--- src/ddc_ovr_pkg.sv ---
package ddc_ovr_pkg;

	localparam int ADDR_W   = 10;
	localparam int DATA_W   = 8;
	localparam int SAMPLE_W = 12;
	localparam int HOLD_W   = 11;

	// Register offsets
	localparam logic [9:0] OFS_FILTER_CFG  = 10'h210;
	localparam logic [9:0] OFS_LEVEL_ZERO  = 10'h211;
	localparam logic [9:0] OFS_LEVEL_ONE   = 10'h212;
	localparam logic [9:0] OFS_OUTPUT_CFG  = 10'h213;
	localparam logic [9:0] OFS_SOURCE_MODE = 10'h214;
	localparam logic [9:0] OFS_PRESET_SEL  = 10'h215;
	localparam logic [9:0] OFS_IRQ_STATUS  = 10'h21a;
	localparam logic [9:0] OFS_IRQ_MASK    = 10'h21b;
	localparam logic [9:0] OFS_PATH_CTRL   = 10'h21c;

	// Reset values
	localparam logic [7:0] RST_FILTER_CFG  = 8'h00;
	localparam logic [7:0] RST_LEVEL_ZERO  = 8'hf2;
	localparam logic [7:0] RST_LEVEL_ONE   = 8'hab;
	localparam logic [7:0] RST_OUTPUT_CFG  = 8'h07;
	localparam logic [7:0] RST_SOURCE_MODE = 8'h00;
	localparam logic [7:0] RST_PRESET_SEL  = 8'h00;
	localparam logic [7:0] RST_IRQ_MASK    = 8'h00;
	localparam logic [7:0] RST_PATH_CTRL   = 8'h00;

	// Field positions
	localparam int POS_FINAL_GAIN   = 0;
	localparam int POS_FLIP         = 1;
	localparam int POS_HALF_HP      = 2;
	localparam int POS_QUARTER_BAND = 3;
	localparam int POS_PIN_ENABLE   = 3;
	localparam int POS_HOLD_EXP     = 0;
	localparam int POS_SEL_A        = 0;
	localparam int POS_SEL_B        = 2;
	localparam int POS_DDC_ENABLE   = 0;
	localparam int POS_COMPLEX      = 1;
	localparam int POS_LINK_ENABLE  = 2;

	// Least stretch in clock cycles, scaled by two to the exponent
	localparam logic [10:0] HOLD_BASE = 11'h008;

	typedef enum logic [1:0] {
		SRC_REGISTER = 2'b00,
		SRC_PINS_EACH = 2'b01,
		SRC_PINS_A    = 2'b10,
		SRC_RESERVED  = 2'b11
	} preset_src_t;

endpackage

--- src/hold_if.sv ---
`timescale 1ns/1ps
interface hold_if;
	logic       trig;
	logic [2:0] expo;
	logic       flag;
	modport ctrl (output trig, output expo, input flag);
	modport hold (input trig, input expo, output flag);
endinterface

--- src/ddc_ovr_ctrl.sv ---
`timescale 1ns/1ps
// Operation
// - Quarter-rate band select picks 80% or 87.5% alias-protected filter.
// - Half-rate select picks low-pass or high-pass (inverting) decimation.
// - Spectrum flip negates odd samples only when enabled with real output.
// - Final gain adds 6.02 dB in complex modes only.
// - Magnitude at or above level zero sets overrange bit 0.
// - Magnitude at or above level one sets overrange bit 1.
// - Pin enable low holds all four range pins low.
// - Pin enable gates only pins; embedded status always produced.
// - Pin pulses last at least 8 times two to the hold exponent.
// - Hold exponent changes with link enabled may shift period phase.
// - Each DDC has four presets; exactly one active at a time.
// - Source mode 0 takes both presets from the select register.
// - Source mode 1 takes A preset from A pins, B from B pins.
// - Source mode 2 uses A pins for both; mode 3 reserved.
// - Select bits 1-0 choose DDC A preset, bits 3-2 DDC B.
module ddc_ovr_ctrl (
	input  wire logic                             clk,
	input  wire logic                             rst_n,
	input  wire logic [ddc_ovr_pkg::ADDR_W-1:0]   reg_addr,
	input  wire logic [ddc_ovr_pkg::DATA_W-1:0]   reg_wdata,
	input  wire logic                             reg_wr,
	input  wire logic                             reg_rd,
	output logic      [ddc_ovr_pkg::DATA_W-1:0]   reg_rdata,
	input  wire logic                             sample_valid,
	input  wire logic [ddc_ovr_pkg::SAMPLE_W-1:0] sample_a,
	input  wire logic [ddc_ovr_pkg::SAMPLE_W-1:0] sample_b,
	output logic                                  out_valid,
	output logic      [ddc_ovr_pkg::SAMPLE_W+1:0] out_data_a,
	output logic      [ddc_ovr_pkg::SAMPLE_W+1:0] out_data_b,
	output logic                                  quarter_rate_band_select,
	output logic                                  half_rate_highpass_select,
	output logic                                  serial_link_enable,
	input  wire logic [1:0]                       preset_pins_a,
	input  wire logic [1:0]                       preset_pins_b,
	output logic      [1:0]                       active_preset_a,
	output logic      [1:0]                       active_preset_b,
	output logic                                  range_flag_a_zero,
	output logic                                  range_flag_a_one,
	output logic                                  range_flag_b_zero,
	output logic                                  range_flag_b_one,
	output logic                                  irq
);
	import ddc_ovr_pkg::*;

	////////////////////////////////////////////////////////////////////////
	// Registers

	logic [7:0] filter_cfg_r;
	logic [7:0] level_zero_r;
	logic [7:0] level_one_r;
	logic [7:0] output_cfg_r;
	logic [7:0] source_mode_r;
	logic [7:0] preset_sel_r;
	logic [7:0] irq_mask_r;
	logic [7:0] path_ctrl_r;
	logic [3:0] irq_status_r;
	logic [3:0] irq_set;
	logic       status_rd;

	logic       final_gain_6db;
	logic       spectrum_flip;
	logic       overrange_pin_enable;
	logic [2:0] overrange_hold_exponent;
	logic [1:0] preset_select_a;
	logic [1:0] preset_select_b;
	logic       ddc_enable;
	logic       complex_out;
	preset_src_t preset_source_mode;

	// Whole bytes are stored, so reserved bits read back unchanged
	always_ff @(posedge clk) begin
		if (!rst_n) begin
			filter_cfg_r  <= RST_FILTER_CFG;
			level_zero_r  <= RST_LEVEL_ZERO;
			level_one_r   <= RST_LEVEL_ONE;
			output_cfg_r  <= RST_OUTPUT_CFG;
			source_mode_r <= RST_SOURCE_MODE;
			preset_sel_r  <= RST_PRESET_SEL;
			irq_mask_r    <= RST_IRQ_MASK;
			path_ctrl_r   <= RST_PATH_CTRL;
		end else if (reg_wr) begin
			if (reg_addr == OFS_FILTER_CFG)
				filter_cfg_r <= reg_wdata;
			else if (reg_addr == OFS_LEVEL_ZERO)
				level_zero_r <= reg_wdata;
			else if (reg_addr == OFS_LEVEL_ONE)
				level_one_r <= reg_wdata;
			else if (reg_addr == OFS_OUTPUT_CFG)
				output_cfg_r <= reg_wdata;
			else if (reg_addr == OFS_SOURCE_MODE)
				source_mode_r <= reg_wdata;
			else if (reg_addr == OFS_PRESET_SEL)
				preset_sel_r <= reg_wdata;
			else if (reg_addr == OFS_IRQ_MASK)
				irq_mask_r <= reg_wdata;
			else if (reg_addr == OFS_PATH_CTRL)
				path_ctrl_r <= reg_wdata;
		end
	end

	// Only the documented fields are decoded
	assign final_gain_6db          = filter_cfg_r[POS_FINAL_GAIN];
	assign spectrum_flip           = filter_cfg_r[POS_FLIP];
	assign overrange_pin_enable    = output_cfg_r[POS_PIN_ENABLE];
	assign overrange_hold_exponent = output_cfg_r[POS_HOLD_EXP +: 3];
	assign preset_select_a         = preset_sel_r[POS_SEL_A +: 2];
	assign preset_select_b         = preset_sel_r[POS_SEL_B +: 2];
	assign preset_source_mode      = preset_src_t'(source_mode_r[1:0]);
	assign ddc_enable              = path_ctrl_r[POS_DDC_ENABLE];
	assign complex_out             = path_ctrl_r[POS_COMPLEX];
	assign serial_link_enable      = path_ctrl_r[POS_LINK_ENABLE];

	// Filter choices go to the decimation chain
	assign quarter_rate_band_select  = filter_cfg_r[POS_QUARTER_BAND];
	assign half_rate_highpass_select = filter_cfg_r[POS_HALF_HP];

	////////////////////////////////////////////////////////////////////////
	// Read port

	assign status_rd = reg_rd && (reg_addr == OFS_IRQ_STATUS);

	always_ff @(posedge clk) begin
		if (!rst_n)
			reg_rdata <= '0;
		else if (!reg_rd)
			reg_rdata <= '0;
		else if (reg_addr == OFS_FILTER_CFG)
			reg_rdata <= filter_cfg_r;
		else if (reg_addr == OFS_LEVEL_ZERO)
			reg_rdata <= level_zero_r;
		else if (reg_addr == OFS_LEVEL_ONE)
			reg_rdata <= level_one_r;
		else if (reg_addr == OFS_OUTPUT_CFG)
			reg_rdata <= output_cfg_r;
		else if (reg_addr == OFS_SOURCE_MODE)
			reg_rdata <= source_mode_r;
		else if (reg_addr == OFS_PRESET_SEL)
			reg_rdata <= preset_sel_r;
		else if (reg_addr == OFS_IRQ_STATUS)
			reg_rdata <= {4'h0, irq_status_r};
		else if (reg_addr == OFS_IRQ_MASK)
			reg_rdata <= irq_mask_r;
		else if (reg_addr == OFS_PATH_CTRL)
			reg_rdata <= path_ctrl_r;
		else
			reg_rdata <= '0;
	end

	////////////////////////////////////////////////////////////////////////
	// Overrange detection

	logic [SAMPLE_W-1:0] mag_a;
	logic [SAMPLE_W-1:0] mag_b;
	logic [8:0]          lvl_a;
	logic [8:0]          lvl_b;
	logic [1:0]          over_a;
	logic [1:0]          over_b;

	// Magnitude on a 256 step full scale; 9 bits so the most negative code
	// still compares above every threshold
	assign mag_a = sample_a[SAMPLE_W-1] ? SAMPLE_W'(-sample_a) : sample_a;
	assign mag_b = sample_b[SAMPLE_W-1] ? SAMPLE_W'(-sample_b) : sample_b;
	assign lvl_a = mag_a[SAMPLE_W-1:SAMPLE_W-9];
	assign lvl_b = mag_b[SAMPLE_W-1:SAMPLE_W-9];

	assign over_a[0] = sample_valid && (lvl_a >= {1'b0, level_zero_r});
	assign over_b[0] = sample_valid && (lvl_b >= {1'b0, level_zero_r});
	assign over_a[1] = sample_valid && (lvl_a >= {1'b0, level_one_r});
	assign over_b[1] = sample_valid && (lvl_b >= {1'b0, level_one_r});

	////////////////////////////////////////////////////////////////////////
	// Output sample path

	logic                odd_r;
	logic                gain_on;
	logic                flip_on;
	logic [SAMPLE_W-1:0] proc_a;
	logic [SAMPLE_W-1:0] proc_b;

	function automatic logic [SAMPLE_W-1:0] shape(
		input logic [SAMPLE_W-1:0] s,
		input logic                dbl,
		input logic                neg
	);
		logic [SAMPLE_W-1:0] v;
		v = s;
		if (dbl) begin
			// Saturate rather than wrap when the doubled value overflows
			if (s[SAMPLE_W-1] != s[SAMPLE_W-2])
				v = s[SAMPLE_W-1] ? {1'b1, {(SAMPLE_W-1){1'b0}}}
				                  : {1'b0, {(SAMPLE_W-1){1'b1}}};
			else
				v = {s[SAMPLE_W-2:0], 1'b0};
		end
		if (neg) begin
			// The most negative code has no positive twin; clamp it
			if (v == {1'b1, {(SAMPLE_W-1){1'b0}}})
				v = {1'b0, {(SAMPLE_W-1){1'b1}}};
			else
				v = SAMPLE_W'(-v);
		end
		return v;
	endfunction

	assign gain_on = ddc_enable && complex_out && final_gain_6db;
	assign flip_on = ddc_enable && !complex_out && spectrum_flip && odd_r;
	assign proc_a  = shape(sample_a, gain_on, flip_on);
	assign proc_b  = shape(sample_b, gain_on, flip_on);

	// Sample parity for the flip, counted over valid samples
	always_ff @(posedge clk) begin
		if (!rst_n)
			odd_r <= 1'b0;
		else if (sample_valid)
			odd_r <= !odd_r;
	end

	// Embedded status travels with the data whatever the pin enable
	always_ff @(posedge clk) begin
		if (!rst_n) begin
			out_valid  <= 1'b0;
			out_data_a <= '0;
			out_data_b <= '0;
		end else begin
			out_valid <= sample_valid;
			if (sample_valid) begin
				out_data_a <= {over_a, proc_a};
				out_data_b <= {over_b, proc_b};
			end
		end
	end

	////////////////////////////////////////////////////////////////////////
	// Pulse stretching for the range pins

	logic [3:0] over_all;
	logic [3:0] held;

	assign over_all = {over_b, over_a};

	genvar gi;
	generate
		for (gi = 0; gi < 4; gi++) begin : g_hold
			hold_if hb ();
			assign hb.trig   = over_all[gi];
			// Exponent is applied at each reload, so a change while the link
			// runs moves where pulses end
			assign hb.expo   = overrange_hold_exponent;
			assign held[gi]  = hb.flag;
			range_hold #(
				.CNT_W (HOLD_W)
			) u_hold (
				.clk   (clk),
				.rst_n (rst_n),
				.hp    (hb.hold)
			);
		end
	endgenerate

	always_ff @(posedge clk) begin
		if (!rst_n) begin
			range_flag_a_zero <= 1'b0;
			range_flag_a_one  <= 1'b0;
			range_flag_b_zero <= 1'b0;
			range_flag_b_one  <= 1'b0;
		end else begin
			range_flag_a_zero <= overrange_pin_enable && held[0];
			range_flag_a_one  <= overrange_pin_enable && held[1];
			range_flag_b_zero <= overrange_pin_enable && held[2];
			range_flag_b_one  <= overrange_pin_enable && held[3];
		end
	end

	////////////////////////////////////////////////////////////////////////
	// Interrupt status

	assign irq_set = over_all;

	// A new event in the cycle of the clearing read is kept
	always_ff @(posedge clk) begin
		if (!rst_n)
			irq_status_r <= '0;
		else if (status_rd)
			irq_status_r <= irq_set;
		else
			irq_status_r <= irq_status_r | irq_set;
	end

	assign irq = |(irq_status_r & irq_mask_r[3:0]);

	////////////////////////////////////////////////////////////////////////
	// Preset selection

	logic [1:0] pins_a_meta;
	logic [1:0] pins_a_sync;
	logic [1:0] pins_b_meta;
	logic [1:0] pins_b_sync;

	// Pins come from outside; two stages before use
	always_ff @(posedge clk) begin
		if (!rst_n) begin
			pins_a_meta <= '0;
			pins_a_sync <= '0;
			pins_b_meta <= '0;
			pins_b_sync <= '0;
		end else begin
			pins_a_meta <= preset_pins_a;
			pins_a_sync <= pins_a_meta;
			pins_b_meta <= preset_pins_b;
			pins_b_sync <= pins_b_meta;
		end
	end

	// One registered index per DDC, so one preset is active at a time
	always_ff @(posedge clk) begin
		if (!rst_n) begin
			active_preset_a <= '0;
			active_preset_b <= '0;
		end else begin
			case (preset_source_mode)
				SRC_REGISTER: begin
					active_preset_a <= preset_select_a;
					active_preset_b <= preset_select_b;
				end
				SRC_PINS_EACH: begin
					active_preset_a <= pins_a_sync;
					active_preset_b <= pins_b_sync;
				end
				SRC_PINS_A: begin
					active_preset_a <= pins_a_sync;
					active_preset_b <= pins_a_sync;
				end
				default: begin
					// Reserved code keeps the last selection
					active_preset_a <= active_preset_a;
					active_preset_b <= active_preset_b;
				end
			endcase
		end
	end

endmodule

--- src/range_hold.sv ---
`timescale 1ns/1ps
module range_hold #(
	parameter int CNT_W = 11
) (
	input  wire logic clk,
	input  wire logic rst_n,
	hold_if.hold      hp
);
	import ddc_ovr_pkg::*;

	logic [CNT_W-1:0] count_r;

	if (CNT_W < HOLD_W) begin : g_width_check
		$error("range_hold: counter too narrow for longest stretch");
	end

	// A new event restarts the stretch, so the pulse lasts at least the full
	// period after the last detection
	always_ff @(posedge clk) begin
		if (!rst_n)
			count_r <= '0;
		else if (hp.trig)
			count_r <= CNT_W'(HOLD_BASE << hp.expo);
		else if (count_r != '0)
			count_r <= count_r - CNT_W'(1);
	end

	assign hp.flag = (count_r != '0);
endmodule

--- config.mk ---
export PLATFORM = sky130hd
export DESIGN_NAME = ddc_ovr_ctrl
export DESIGN_NICKNAME = d
export VERILOG_FILES = /design/src/ddc_ovr_pkg.sv /design/src/hold_if.sv /design/src/ddc_ovr_ctrl.sv /design/src/range_hold.sv
export SDC_FILE = /design/constraint.sdc
export NUM_CORES = 1
export LEC_CHECK = 0
export BUFFER_PORTS_ARGS = -buffer_cell sky130_fd_sc_hd__buf_2
export CAP_MARGIN = 20
export CORE_AREA = 2 2 103 179
export CTS_BUF_LIST = sky130_fd_sc_hd__clkbuf_8
export DETAILED_ROUTE_END_ITERATION = 8
export DIE_AREA = 0 0 105 181
export MAX_ROUTING_LAYER = met4
export PLACE_DENSITY = 0.74
export SYNTH_ARGS = -nofsm -noshare
export SYNTH_HDL_FRONTEND = slang
export SYNTH_SLANG_ARGS = --single-unit
--- constraint.sdc ---
create_clock -name clk -period 3.9 [get_ports clk]
set_input_delay 0.195 -clock clk [delete_from_list [all_inputs] [get_ports clk]]
set_output_delay 0.195 -clock clk [all_outputs]
set_load 0.03 [all_outputs]
==> out/metrics.cfg, run 1 <==
[sta]
fin_crit_ps=3110
maxSlewHeadroom=0.365
max_slew.worst_pin.slew_ps=943
timing_hold_violations_final=0
setup_violations=0
totalNegativeSetupSlack_ps=0
finClkSkew_ps=15.0
fmax_mhz=322
fin_crit_sh=0.796
drv_slew=0
grt_setup_unrepaired=no

[route]
wl_per_cell_um=17.2
detail-route-antenna-nets=0
met2_length_mm=13.1
detail_route.wirelength_mm=25.2
top_signal_layer_used=met4
met1_layer_wirelength_in_the_final_routing_mm=9.46
drtIter0Drc=538
detail_route.drc_violations=0
routed_via_density=5.91
met3RoutedLength_mm=1.23
dr_total_vias=8617
drt_pass1_iterations=5

[yosys]
yosys_most_used_dff=dfxtp_1
yosysWarnings=0
synth_top_area_share=0.352
ys_seq_elements=166
syn_area_per_cell_um2=8.16
syn-num-nets=1256
post_synth_main_area_contributors=dfxtp_1 35%, ha_1 6.2%, a21oi_1 5.5%
synth.yosys.seq_area_share=0.352
netlist_cell_types=71
synth_largest_area_cell=dfxtp_1
synth_enable_flop_cells=0
asyncSetResetFlopFracSynth=0
syn_area_um2=9450
postSynthCellCount=1158

[clock_tree]
cts.root.buffer_cell=clkbuf_8
clkSinkCount=166
insertion_delay_ps=490
post_cts.repair.setup_buffers=0
cts_tree=built
clkSlewWorstSetupHoldPaths_ps=100
cts_made_buffers=17
cts_buffer_depth=2
ctsHtreeMaxLevel=4

[min_path]
whs_path_depth=3
min-delay-start=reg_wdata[6]
type_of_the_most_critical_hold_path=input pin to register
whs_endpoint=output_cfg_r[6]$_SDFFE_PN0P_

[grt]
wire_length_of_the_first_global_routing_pass_mm=40.5
grt.total_usage=0.274
global_route.overflow_total=0
antenna_found_initial=0
via_count_of_the_first_global_routing_pass=8261
pin_count_of_the_biggest_net_entering_global_routing=52

[critical_path]
worstReg2RegStart=path_ctrl_r[0]$_SDFFE_PN0P_
critical_path_arrival_ps=3520
crit_path_start_kind=input pin
setup.worst_path.class=input pin to register
critical_path_required_ps=4320
path_max_fanout=11
reg2reg_depth=7
critical_path.reg2reg.endpoint=out_data_a[0]$_SDFFE_PN0P_
endpoint_kind=register
rrSetupSlack_ps=1020

[final_layout]
antennaDiodeCount=0
area_growth_pct=10.4
design_area_um2=10400
nNetsFinal=1312
post_route_cells_drive_above_1_share=0.136

[pwr]
power_density_nw_per_um2=456
leakage_nw=4.64
vdd.ir_drop.worst_mv=0.275

[place]
placement.io_buffers=99
place_congestion=0.944
dp_hpwl_mm=18.6
cell_area_reported_after_detailed_placement_um2=9980

[die]
die-width_um=105
starting_density_of_the_core=0.541
core-area_um2=17500
count_of_pins_on_the_block_boundary=100
floorplan.die_area_um2=19000
die_height_um=181
core.rowCount=64

[job]
number_of_max_capacitance_violations_reported=0

[run_status]
run_status=completed

## cells in the final DEF (no fill, tap or decap), types with 10 or more instances in the layout
master,Yosys,layout
ha_1,47,47
inv_1,36,35
xor2_1,27,27
nor2b_1,16,16
nor3_1,25,25
a31oi_1,26,26
or3_1,13,13
and2_1,16,16
a22oi_1,10,10
o21ai_0,63,63
a21o_1,14,14
o31ai_1,10,10
nand3_1,67,67
and3_1,15,15
clkbuf_8,0,17
xnor2_1,36,36
buf_2,17,99
mux2i_1,51,51
nand4_1,12,12
a21oi_1,103,103
dfxtp_1,166,166
nor2_1,86,86
nand2_1,126,126
buf_4,4,14
## layer usage
metal,up-vias,GRT usage
met1,3989,0.284
met5,-,-
li1,4205,-
met4,0,0.147
met3,105,0.0426
met2,318,0.490
## where the power goes
group / total (W) / leakage (nW) / internal, W / switching, W
Combinational: 0.00142 / 3.08 / 0.000621 / 0.000795
Clock: 0.00130 / 0.208 / 0.000547 / 0.000750
Sequential: 0.00204 / 1.35 / 0.00189 / 0.000153
## area by class of cell
class	count	area (um^2)
Tap cell	231	289
Clock buffer	17	234
Clock inverter	15	181
Sequential cell	166	3320
Inverter	37	139
Timing Repair Buffer	117	641
Fill cell	1698	7030
Multi-Input combinational cell	875	5620
## state kept, by name, indices dropped and copies added, names as in the netlist, 4 cells and up
register	cells
level_zero_r	8
reg_rdata	8
path_ctrl_r	8
source_mode_r	8
g_hold.u_hold.count_r	44
out_data_a	14
filter_cfg_r	8
out_data_b	14
preset_sel_r	8
irq_status_r	4
output_cfg_r	8
irq_mask_r	8
level_one_r	8
## synth_stat cells, drive strengths merged (4+ instances only)
| cell type | instances |
|---|---|
| nand3b | 4 |
| mux2 | 13 |
| or4 | 5 |
| nor3 | 28 |
| o21a | 6 |
| inv | 36 |
| nand2 | 126 |
| o31ai | 10 |
| nor3b | 4 |
| mux2i | 51 |
| or3 | 14 |
| dfxtp | 166 |
| a22oi | 10 |
| and2 | 16 |
| o21ai | 73 |
| and3 | 15 |
| a21o | 14 |
| nand4 | 12 |
| a21oi | 103 |
| a41oi | 5 |
| xor2 | 27 |
| nor2 | 86 |
| o211ai | 8 |
| nand3 | 67 |
| buf | 29 |
| clkbuf | 51 |
| ha | 47 |
| nand2b | 6 |
| xnor2 | 36 |
| nor4 | 9 |
| a31oi | 26 |
| nor2b | 16 |
## how the worst max path moves through the flow
stage	slack [ps]	to	start	cells after the start
floorplan	700	g_hold[3].u_hold.count_r[3]$_SDFFE_PN0P_	sample_b[3]	12
finish	790	g_hold[3].u_hold.count_r[8]$_SDFFE_PN0P_	sample_b[0]	13
detailed placement	300	g_hold[3].u_hold.count_r[1]$_SDFFE_PN0P_	sample_b[0]	12
global placement	370	g_hold[3].u_hold.count_r[1]$_SDFFE_PN0P_	sample_b[0]	12
CTS	800	g_hold[3].u_hold.count_r[8]$_SDFFE_PN0P_	sample_b[0]	13
global route	630	g_hold[3].u_hold.count_r[8]$_SDFFE_PN0P_	sample_b[0]	13
## critical path, cell delays in order
cell	delay [ps]
buf_2	120
or3_1	480
or3_4	450
o31ai_1	250
xnor2_1	140
ha_1	200
a2111oi_0	380
o21a_1	180
a21oi_1	90
o41ai_4	600
buf_4	280
nand3_1	90
o21ai_1	70
## kinds of logic (layout without fill, tap and decap cells)
group | after synthesis | after routing | share of synthesized area
xor gates and xnor gates | 63 | 63 | 0.0584
muxes | 65 | 65 | 0.0727
and+or+nand+nor | 417 | 417 | 0.218
buffers and inverters | 117 | 186 | 0.0527
DFF | 166 | 166 | 0.352
adders and majority gates | 47 | 47 | 0.0623
AOI/OAI and AO/OA | 283 | 283 | 0.184
## what timing repair did
| item | 4_1_cts | 5_1_grt |
|---|---|---|
| hold endpoints to repair | 4 | 0 |
| resized for setup | 0 | 0 |
| setup endpoints to repair | 0 | 0 |
| hold buffers | 4 | 0 |
## through the flow
stage	util	hold slack (ps)	instances	total power, W	setup slack, ps
after floorplan	-	322	1158	0.00320	705
after global placement	0.571	406	1422	0.00345	373
after detailed placement	0.571	407	1422	0.00347	300
after CTS	0.598	27.9	1458	0.00478	805
after global routing	0.598	33.0	1458	0.00507	634
final	0.598	48.7	1458	0.00475	795
(Power assumes the default switching activity.)
==> run 2: changes to the inputs <==
==> constraint.sdc (replaced) <==
create_clock -name clk -period 3.15 [get_ports clk]
set_input_delay 0.1575 -clock clk [delete_from_list [all_inputs] [get_ports clk]]
set_output_delay 0.1575 -clock clk [all_outputs]
set_load 0.03 [all_outputs]
==> run 2 against run 1 <==
- global-route usage rose by 1.1 points
- clock-buffer cell count did not move
- highest routed layer unchanged
- critical endpoint is now out_data_b[3]$_SDFFE_PN0P_
- first-iteration DRC count down 7.1%
- sequential share of layout area fell by 0.57 points
- utilization rose by 1.1 points
- cell count up 1.6%
==> out/metrics.cfg, run 2 (synthesis gave the netlist of run 1 again) <==
[place]
placed_cells_incl_taps=1442
dp_hpwl_mm=18.9
placement.io_buffers=99
place_congestion=0.948
cell_area_reported_after_detailed_placement_um2=10200

[sta]
setup_violations=0
grt_setup_unrepaired=no
maxSlewHeadroom=0.506
timing_hold_violations_final=0
worst_hold_slack_ps=27.0
finClkSkew_ps=11.2
max_slew.worst_pin.slew_ps=741
fin_crit_ps=2680
fmax_mhz=373
fin_crit_sh=0.851
drv_slew=0
totalNegativeSetupSlack_ps=0

[critical_path]
setup.worst_path.class=register to register
critical_path_required_ps=3550
crit_path_start_kind=register
path_max_fanout=20
critical_path_arrival_ps=3080
critPathLaunch=filter_cfg_r[0]$_SDFFE_PN0P_
worstReg2RegStart=filter_cfg_r[0]$_SDFFE_PN0P_
endpoint_kind=register

[min_path]
min-delay-start=reg_wdata[0]
type_of_the_most_critical_hold_path=input pin to register

[grt]
grt.total_usage=0.284
via_count_of_the_first_global_routing_pass=8584
global_route.overflow_total=0
antenna_found_initial=0
wire_length_of_the_first_global_routing_pass_mm=42.3
pin_count_of_the_biggest_net_entering_global_routing=49

[final_layout]
final_cell_mix=166 x dfxtp_1, 126 x nand2_1, 103 x a21oi_1, 99 x buf_2, 86 x nor2_1
antennaDiodeCount=0
area_growth_pct=12.4
final_cells=1482
design_area_um2=10600
fillers=1671
post_route_cells_drive_above_1_share=0.149
nNetsFinal=1336
largest_registers=g_hold.u_hold.count_r x44, out_data_a x14, out_data_b x14
layout.cells.most_common=dfxtp_1
largest_register_ff_count=44
largest_register=g_hold.u_hold.count_r

[die]
core-area_um2=17500
starting_density_of_the_core=0.541
floorplan.die_area_um2=19000
count_of_pins_on_the_block_boundary=100
die_height_um=181
core.rowCount=64
die-width_um=105

[job]
number_of_max_capacitance_violations_reported=0

[clock_tree]
clkSinkCount=166
postCtsHoldBufs=8
post_cts.repair.setup_buffers=0
cts.root.buffer_cell=clkbuf_8
cts_buffer_depth=2
ctsHtreeMaxLevel=4
insertion_delay_ps=480
cts_made_buffers=17
cts_tree=built
clkSlewWorstSetupHoldPaths_ps=100
post_cts_resize_count=0

[route]
detail_route.drc_violations=0
wl_per_cell_um=17.4
detail_route.wirelength_mm=25.8
routed_via_density=5.94
dr_total_vias=8798
drt_pass1_iterations=6
drtIter0Drc=500
detail-route-antenna-nets=0

[pwr]
power_density_nw_per_um2=555
vdd.ir_drop.worst_mv=0.294
leakage_nw=4.75

[run_status]
run_status=completed

## run 2: critical path: stages (launching register included)
cell	delay [ps]
dfxtp_1	510
and3_1	280
buf_4	280
mux2i_1	310
ha_1	270
o311a_1	290
nand3_1	370
a31oi_1	290
## run 2: final cells by class
class / instances / area [um^2] / area share
Inverter: 37 / 139 / 0.0131
Tap cell: 231 / 289 / 0.0272
Timing Repair Buffer: 141 / 856 / 0.0806
Multi-Input combinational cell: 875 / 5620 / 0.530
Clock inverter: 15 / 155 / 0.0146
Clock buffer: 17 / 234 / 0.0220
Sequential cell: 166 / 3320 / 0.313
## run 2: path summary, 6_finish.rpt
| path | endpoint | depth (start not counted) | slack [ps] |
|---|---|---|---|
| max | out_data_b[3]$_SDFFE_PN0P_ | 7 | 470 |
| min | irq_mask_r[0]$_SDFFE_PN0P_ | 3 | 30 |
| max reg2reg | out_data_b[3]$_SDFFE_PN0P_ | 7 | 470 |
| min reg2reg | pins_b_sync[1]$_SDFF_PN0_ | 1 | 450 |
## run 2: metal layers
metal | GRT usage | routed length [um] | vias to the layer above | part of all wire
li1 | - | - | 4267 | -
met1 | 0.303 | 9880 | 4128 | 0.38
met2 | 0.504 | 13400 | 320 | 0.52
met3 | 0.0422 | 1270 | 83 | 0.049
met4 | 0.149 | 1220 | 0 | 0.047
met5 | - | 0 | - | 0
## run 2: where the power goes
part	total [W]	switching (W)	internal (W)
combinational	0.00181	0.00101	0.000803
clock	0.00156	0.000903	0.000658
sequential	0.00252	0.000188	0.00233
total	0.00590	0.00210	0.00380
## run 2: through the flow
stage / total power (W) / worst slack, ps / util
2_1_floorplan: 0.00396 / 68.3 / -
3_3_place_gp: 0.00431 / 37.4 / 0.581
3_5_place_dp: 0.00436 / -36.5 / 0.581
4_1_cts: 0.00592 / 479 / 0.608
5_1_grt: 0.00627 / 277 / 0.608
6_report: 0.00590 / 470 / 0.608
==> run 3: changes to the inputs <==
--- a/config.mk
+++ b/config.mk
@@ -6,12 +6,10 @@
 export NUM_CORES = 1
 export LEC_CHECK = 0
 export BUFFER_PORTS_ARGS = -buffer_cell sky130_fd_sc_hd__buf_2
-export CAP_MARGIN = 20
 export CORE_AREA = 2 2 103 179
 export CTS_BUF_LIST = sky130_fd_sc_hd__clkbuf_8
 export DETAILED_ROUTE_END_ITERATION = 8
 export DIE_AREA = 0 0 105 181
-export MAX_ROUTING_LAYER = met4
 export PLACE_DENSITY = 0.74
 export SYNTH_ARGS = -nofsm -noshare
 export SYNTH_HDL_FRONTEND = slang
==> constraint.sdc (replaced) <==
create_clock -name clk -period 3.15 [get_ports clk]
set_input_delay 0.315 -clock clk [delete_from_list [all_inputs] [get_ports clk]]
set_output_delay 0.315 -clock clk [all_outputs]
set_load 0.03 [all_outputs]
==> run 3 against run 2 <==
- worst setup slack got worse by 170 ps
- wire length fell by 0.65%
- via count fell by 0.24%
- critical path depth unchanged
- critical endpoint is now out_data_b[9]$_SDFFE_PN0P_
- largest power group unchanged
==> out/metrics.cfg, run 3 (synthesis gave the netlist of run 1 again) <==
[run_status]
run_status=completed

[sta]
max_slew.worst_pin.slew_ps=658
worst_hold_slack_ps=35.5
setup_violations=0
drv_slew=0
fin_crit_sh=0.906
timing_hold_violations_final=0
maxSlewHeadroom=0.559
finClkSkew_ps=18.0
fmax_mhz=350
grt_setup_unrepaired=no
fin_crit_ps=2850
totalNegativeSetupSlack_ps=0

[die]
core.rowCount=64
die_height_um=181
count_of_pins_on_the_block_boundary=100
die-width_um=105
floorplan.die_area_um2=19000
core-area_um2=17500
starting_density_of_the_core=0.541

[pwr]
leakage_nw=4.75
totalPowerFinal_w=0.00580
power_density_nw_per_um2=547
pwr-share-seq=0.435
share_of_power_burned_in_combinational_logic=0.310
internal-power_w=0.00378
clock_power_share=0.255
total_switching_power_w=0.00202
power.switching_fraction=0.348
vdd.ir_drop.worst_mv=0.288

[final_layout]
nNetsFinal=1335
largest_registers=g_hold.u_hold.count_r x44, out_data_a x14, out_data_b x14
final_cell_mix=166 x dfxtp_1, 125 x nand2_1, 102 x a21oi_1, 99 x buf_2, 86 x nor2_1
layout.cells.most_common=dfxtp_1
largest_register=g_hold.u_hold.count_r
area_growth_pct=12.2
largest_register_ff_count=44
antennaDiodeCount=0
finish.utilization=0.607
post_route_cells_drive_above_1_share=0.159

[min_path]
type_of_the_most_critical_hold_path=input pin to register

[critical_path]
critPathSlowestCell=dfxtp_1
largest_stage_delay_on_the_critical_path_ps=580
endpoint_kind=register
cell_repeated_most_along_the_worst_path=nand3_1
critical_path_required_ps=3560
critPathLaunch=path_ctrl_r[1]$_SDFFE_PN0P_
setup.worst_path.class=register to register
crit_path_start_kind=register
critical_path_arrival_ps=3260
cp_cell_sequence=nand3_1 > buf_4 > a21oi_1 > ha_1 > o311a_1 > nand3_1 > a31oi_1
worstReg2RegStart=path_ctrl_r[1]$_SDFFE_PN0P_
critical_path.reg2reg.endpoint=out_data_b[9]$_SDFFE_PN0P_
reg2reg_depth=7
path_max_fanout=29
rrSetupSlack_ps=300
worst_setup_path_endpoint=out_data_b[9]$_SDFFE_PN0P_

[clock_tree]
ctsHtreeMaxLevel=4
clkSinkCount=166
postCtsHoldBufs=0
clkSlewWorstSetupHoldPaths_ps=100
post_cts_resize_count=0
cts_tree=built
post_cts.repair.setup_buffers=0
cts.root.buffer_cell=clkbuf_8
cts_buffer_depth=2
insertion_delay_ps=490
cts_made_buffers=17

[grt]
wire_length_of_the_first_global_routing_pass_mm=41.8
global_route.usage.met1=0.298
global_route.overflow_total=0
grt.total_usage=0.273
via_count_of_the_first_global_routing_pass=8421
pin_count_of_the_biggest_net_entering_global_routing=81
gr-usage-met2=0.486
antenna_found_initial=0
globalRouteMet3Util=0.0505
top_usage_layer=met2

[route]
drt_pass1_iterations=5
routed_via_density=5.93
detail_route.drc_violations=0
detail-route-antenna-nets=0
dr_total_vias=8777
wl_per_cell_um=17.3
drtIter0Drc=568
detail_route.wirelength_mm=25.6

[place]
dp_hpwl_mm=19.0
placement.io_buffers=99
place_congestion=0.927

[job]
number_of_max_capacitance_violations_reported=0

run 3: changes by cell type in the layout (fill, tap and decap cells not counted), sizes merged:
cell and change:
inv -9, buf +7, dlygate4sd3 -8, clkinv +7, clkbuf +1
run 3: area by class of cell:
class	count	area [um^2]
sequential	166	3320
clock inverter	13	125
timing repair buffer	140	816
inverter	37	139
fill	1628	6860
clock buffer	18	248
multi-input combinational	875	5660
tap	231	289
run 3: worst min-delay path by stage:
stage / start / endpoint / slack (ps) / cells after the start
floorplan: pins_a_meta[0]$_SDFF_PN0_ / pins_a_sync[0]$_SDFF_PN0_ / 410 / 1
global placement: pins_a_meta[1]$_SDFF_PN0_ / pins_a_sync[1]$_SDFF_PN0_ / 420 / 1
detailed placement: pins_a_meta[0]$_SDFF_PN0_ / pins_a_sync[0]$_SDFF_PN0_ / 430 / 1
CTS: preset_pins_b[0] / pins_b_meta[0]$_SDFF_PN0_ / 20 / 2
global route: preset_pins_b[0] / pins_b_meta[0]$_SDFF_PN0_ / 30 / 2
finish: preset_pins_b[0] / pins_b_meta[0]$_SDFF_PN0_ / 40 / 2
run 3: worst max-delay path: cells and delay by family, from the launching register on:
family                   cells  cell delay [ps]
AO/OA/AOI/OAI                3              850
AND/OR/NAND/NOR              2              720
flip-flops                   1              580
buffers and inverters        1              330
adder cells (fa/ha/maj)      1              270
run 3: layer usage:
metal  vias to the layer above  part of all wire
li1                       4253                 -
met1                      4112              0.38
met2                       326              0.51
met3                        86             0.052
met4                         0             0.056
met5                         -                 0
run 3: power groups by stage:
stage          Sequential (W)  Clock (W)  Combinational, W
6_report              0.00252    0.00148           0.00180
3_5_place_dp          0.00257          0           0.00179
2_1_floorplan         0.00257          0           0.00139
3_3_place_gp          0.00256          0           0.00175
5_1_grt               0.00256    0.00159           0.00205
4_1_cts               0.00252    0.00151           0.00181
run 3: per-stage QoR:
stage          setup slack (ps)  cells  area (um^2)
2_1_floorplan             -36.6   1158         9490
3_3_place_gp              -42.2   1449        10200
5_1_grt                     194   1480        10600
4_1_cts                     385   1480        10600
3_5_place_dp              -81.3   1449        10200
6_report                    296   1480        10600
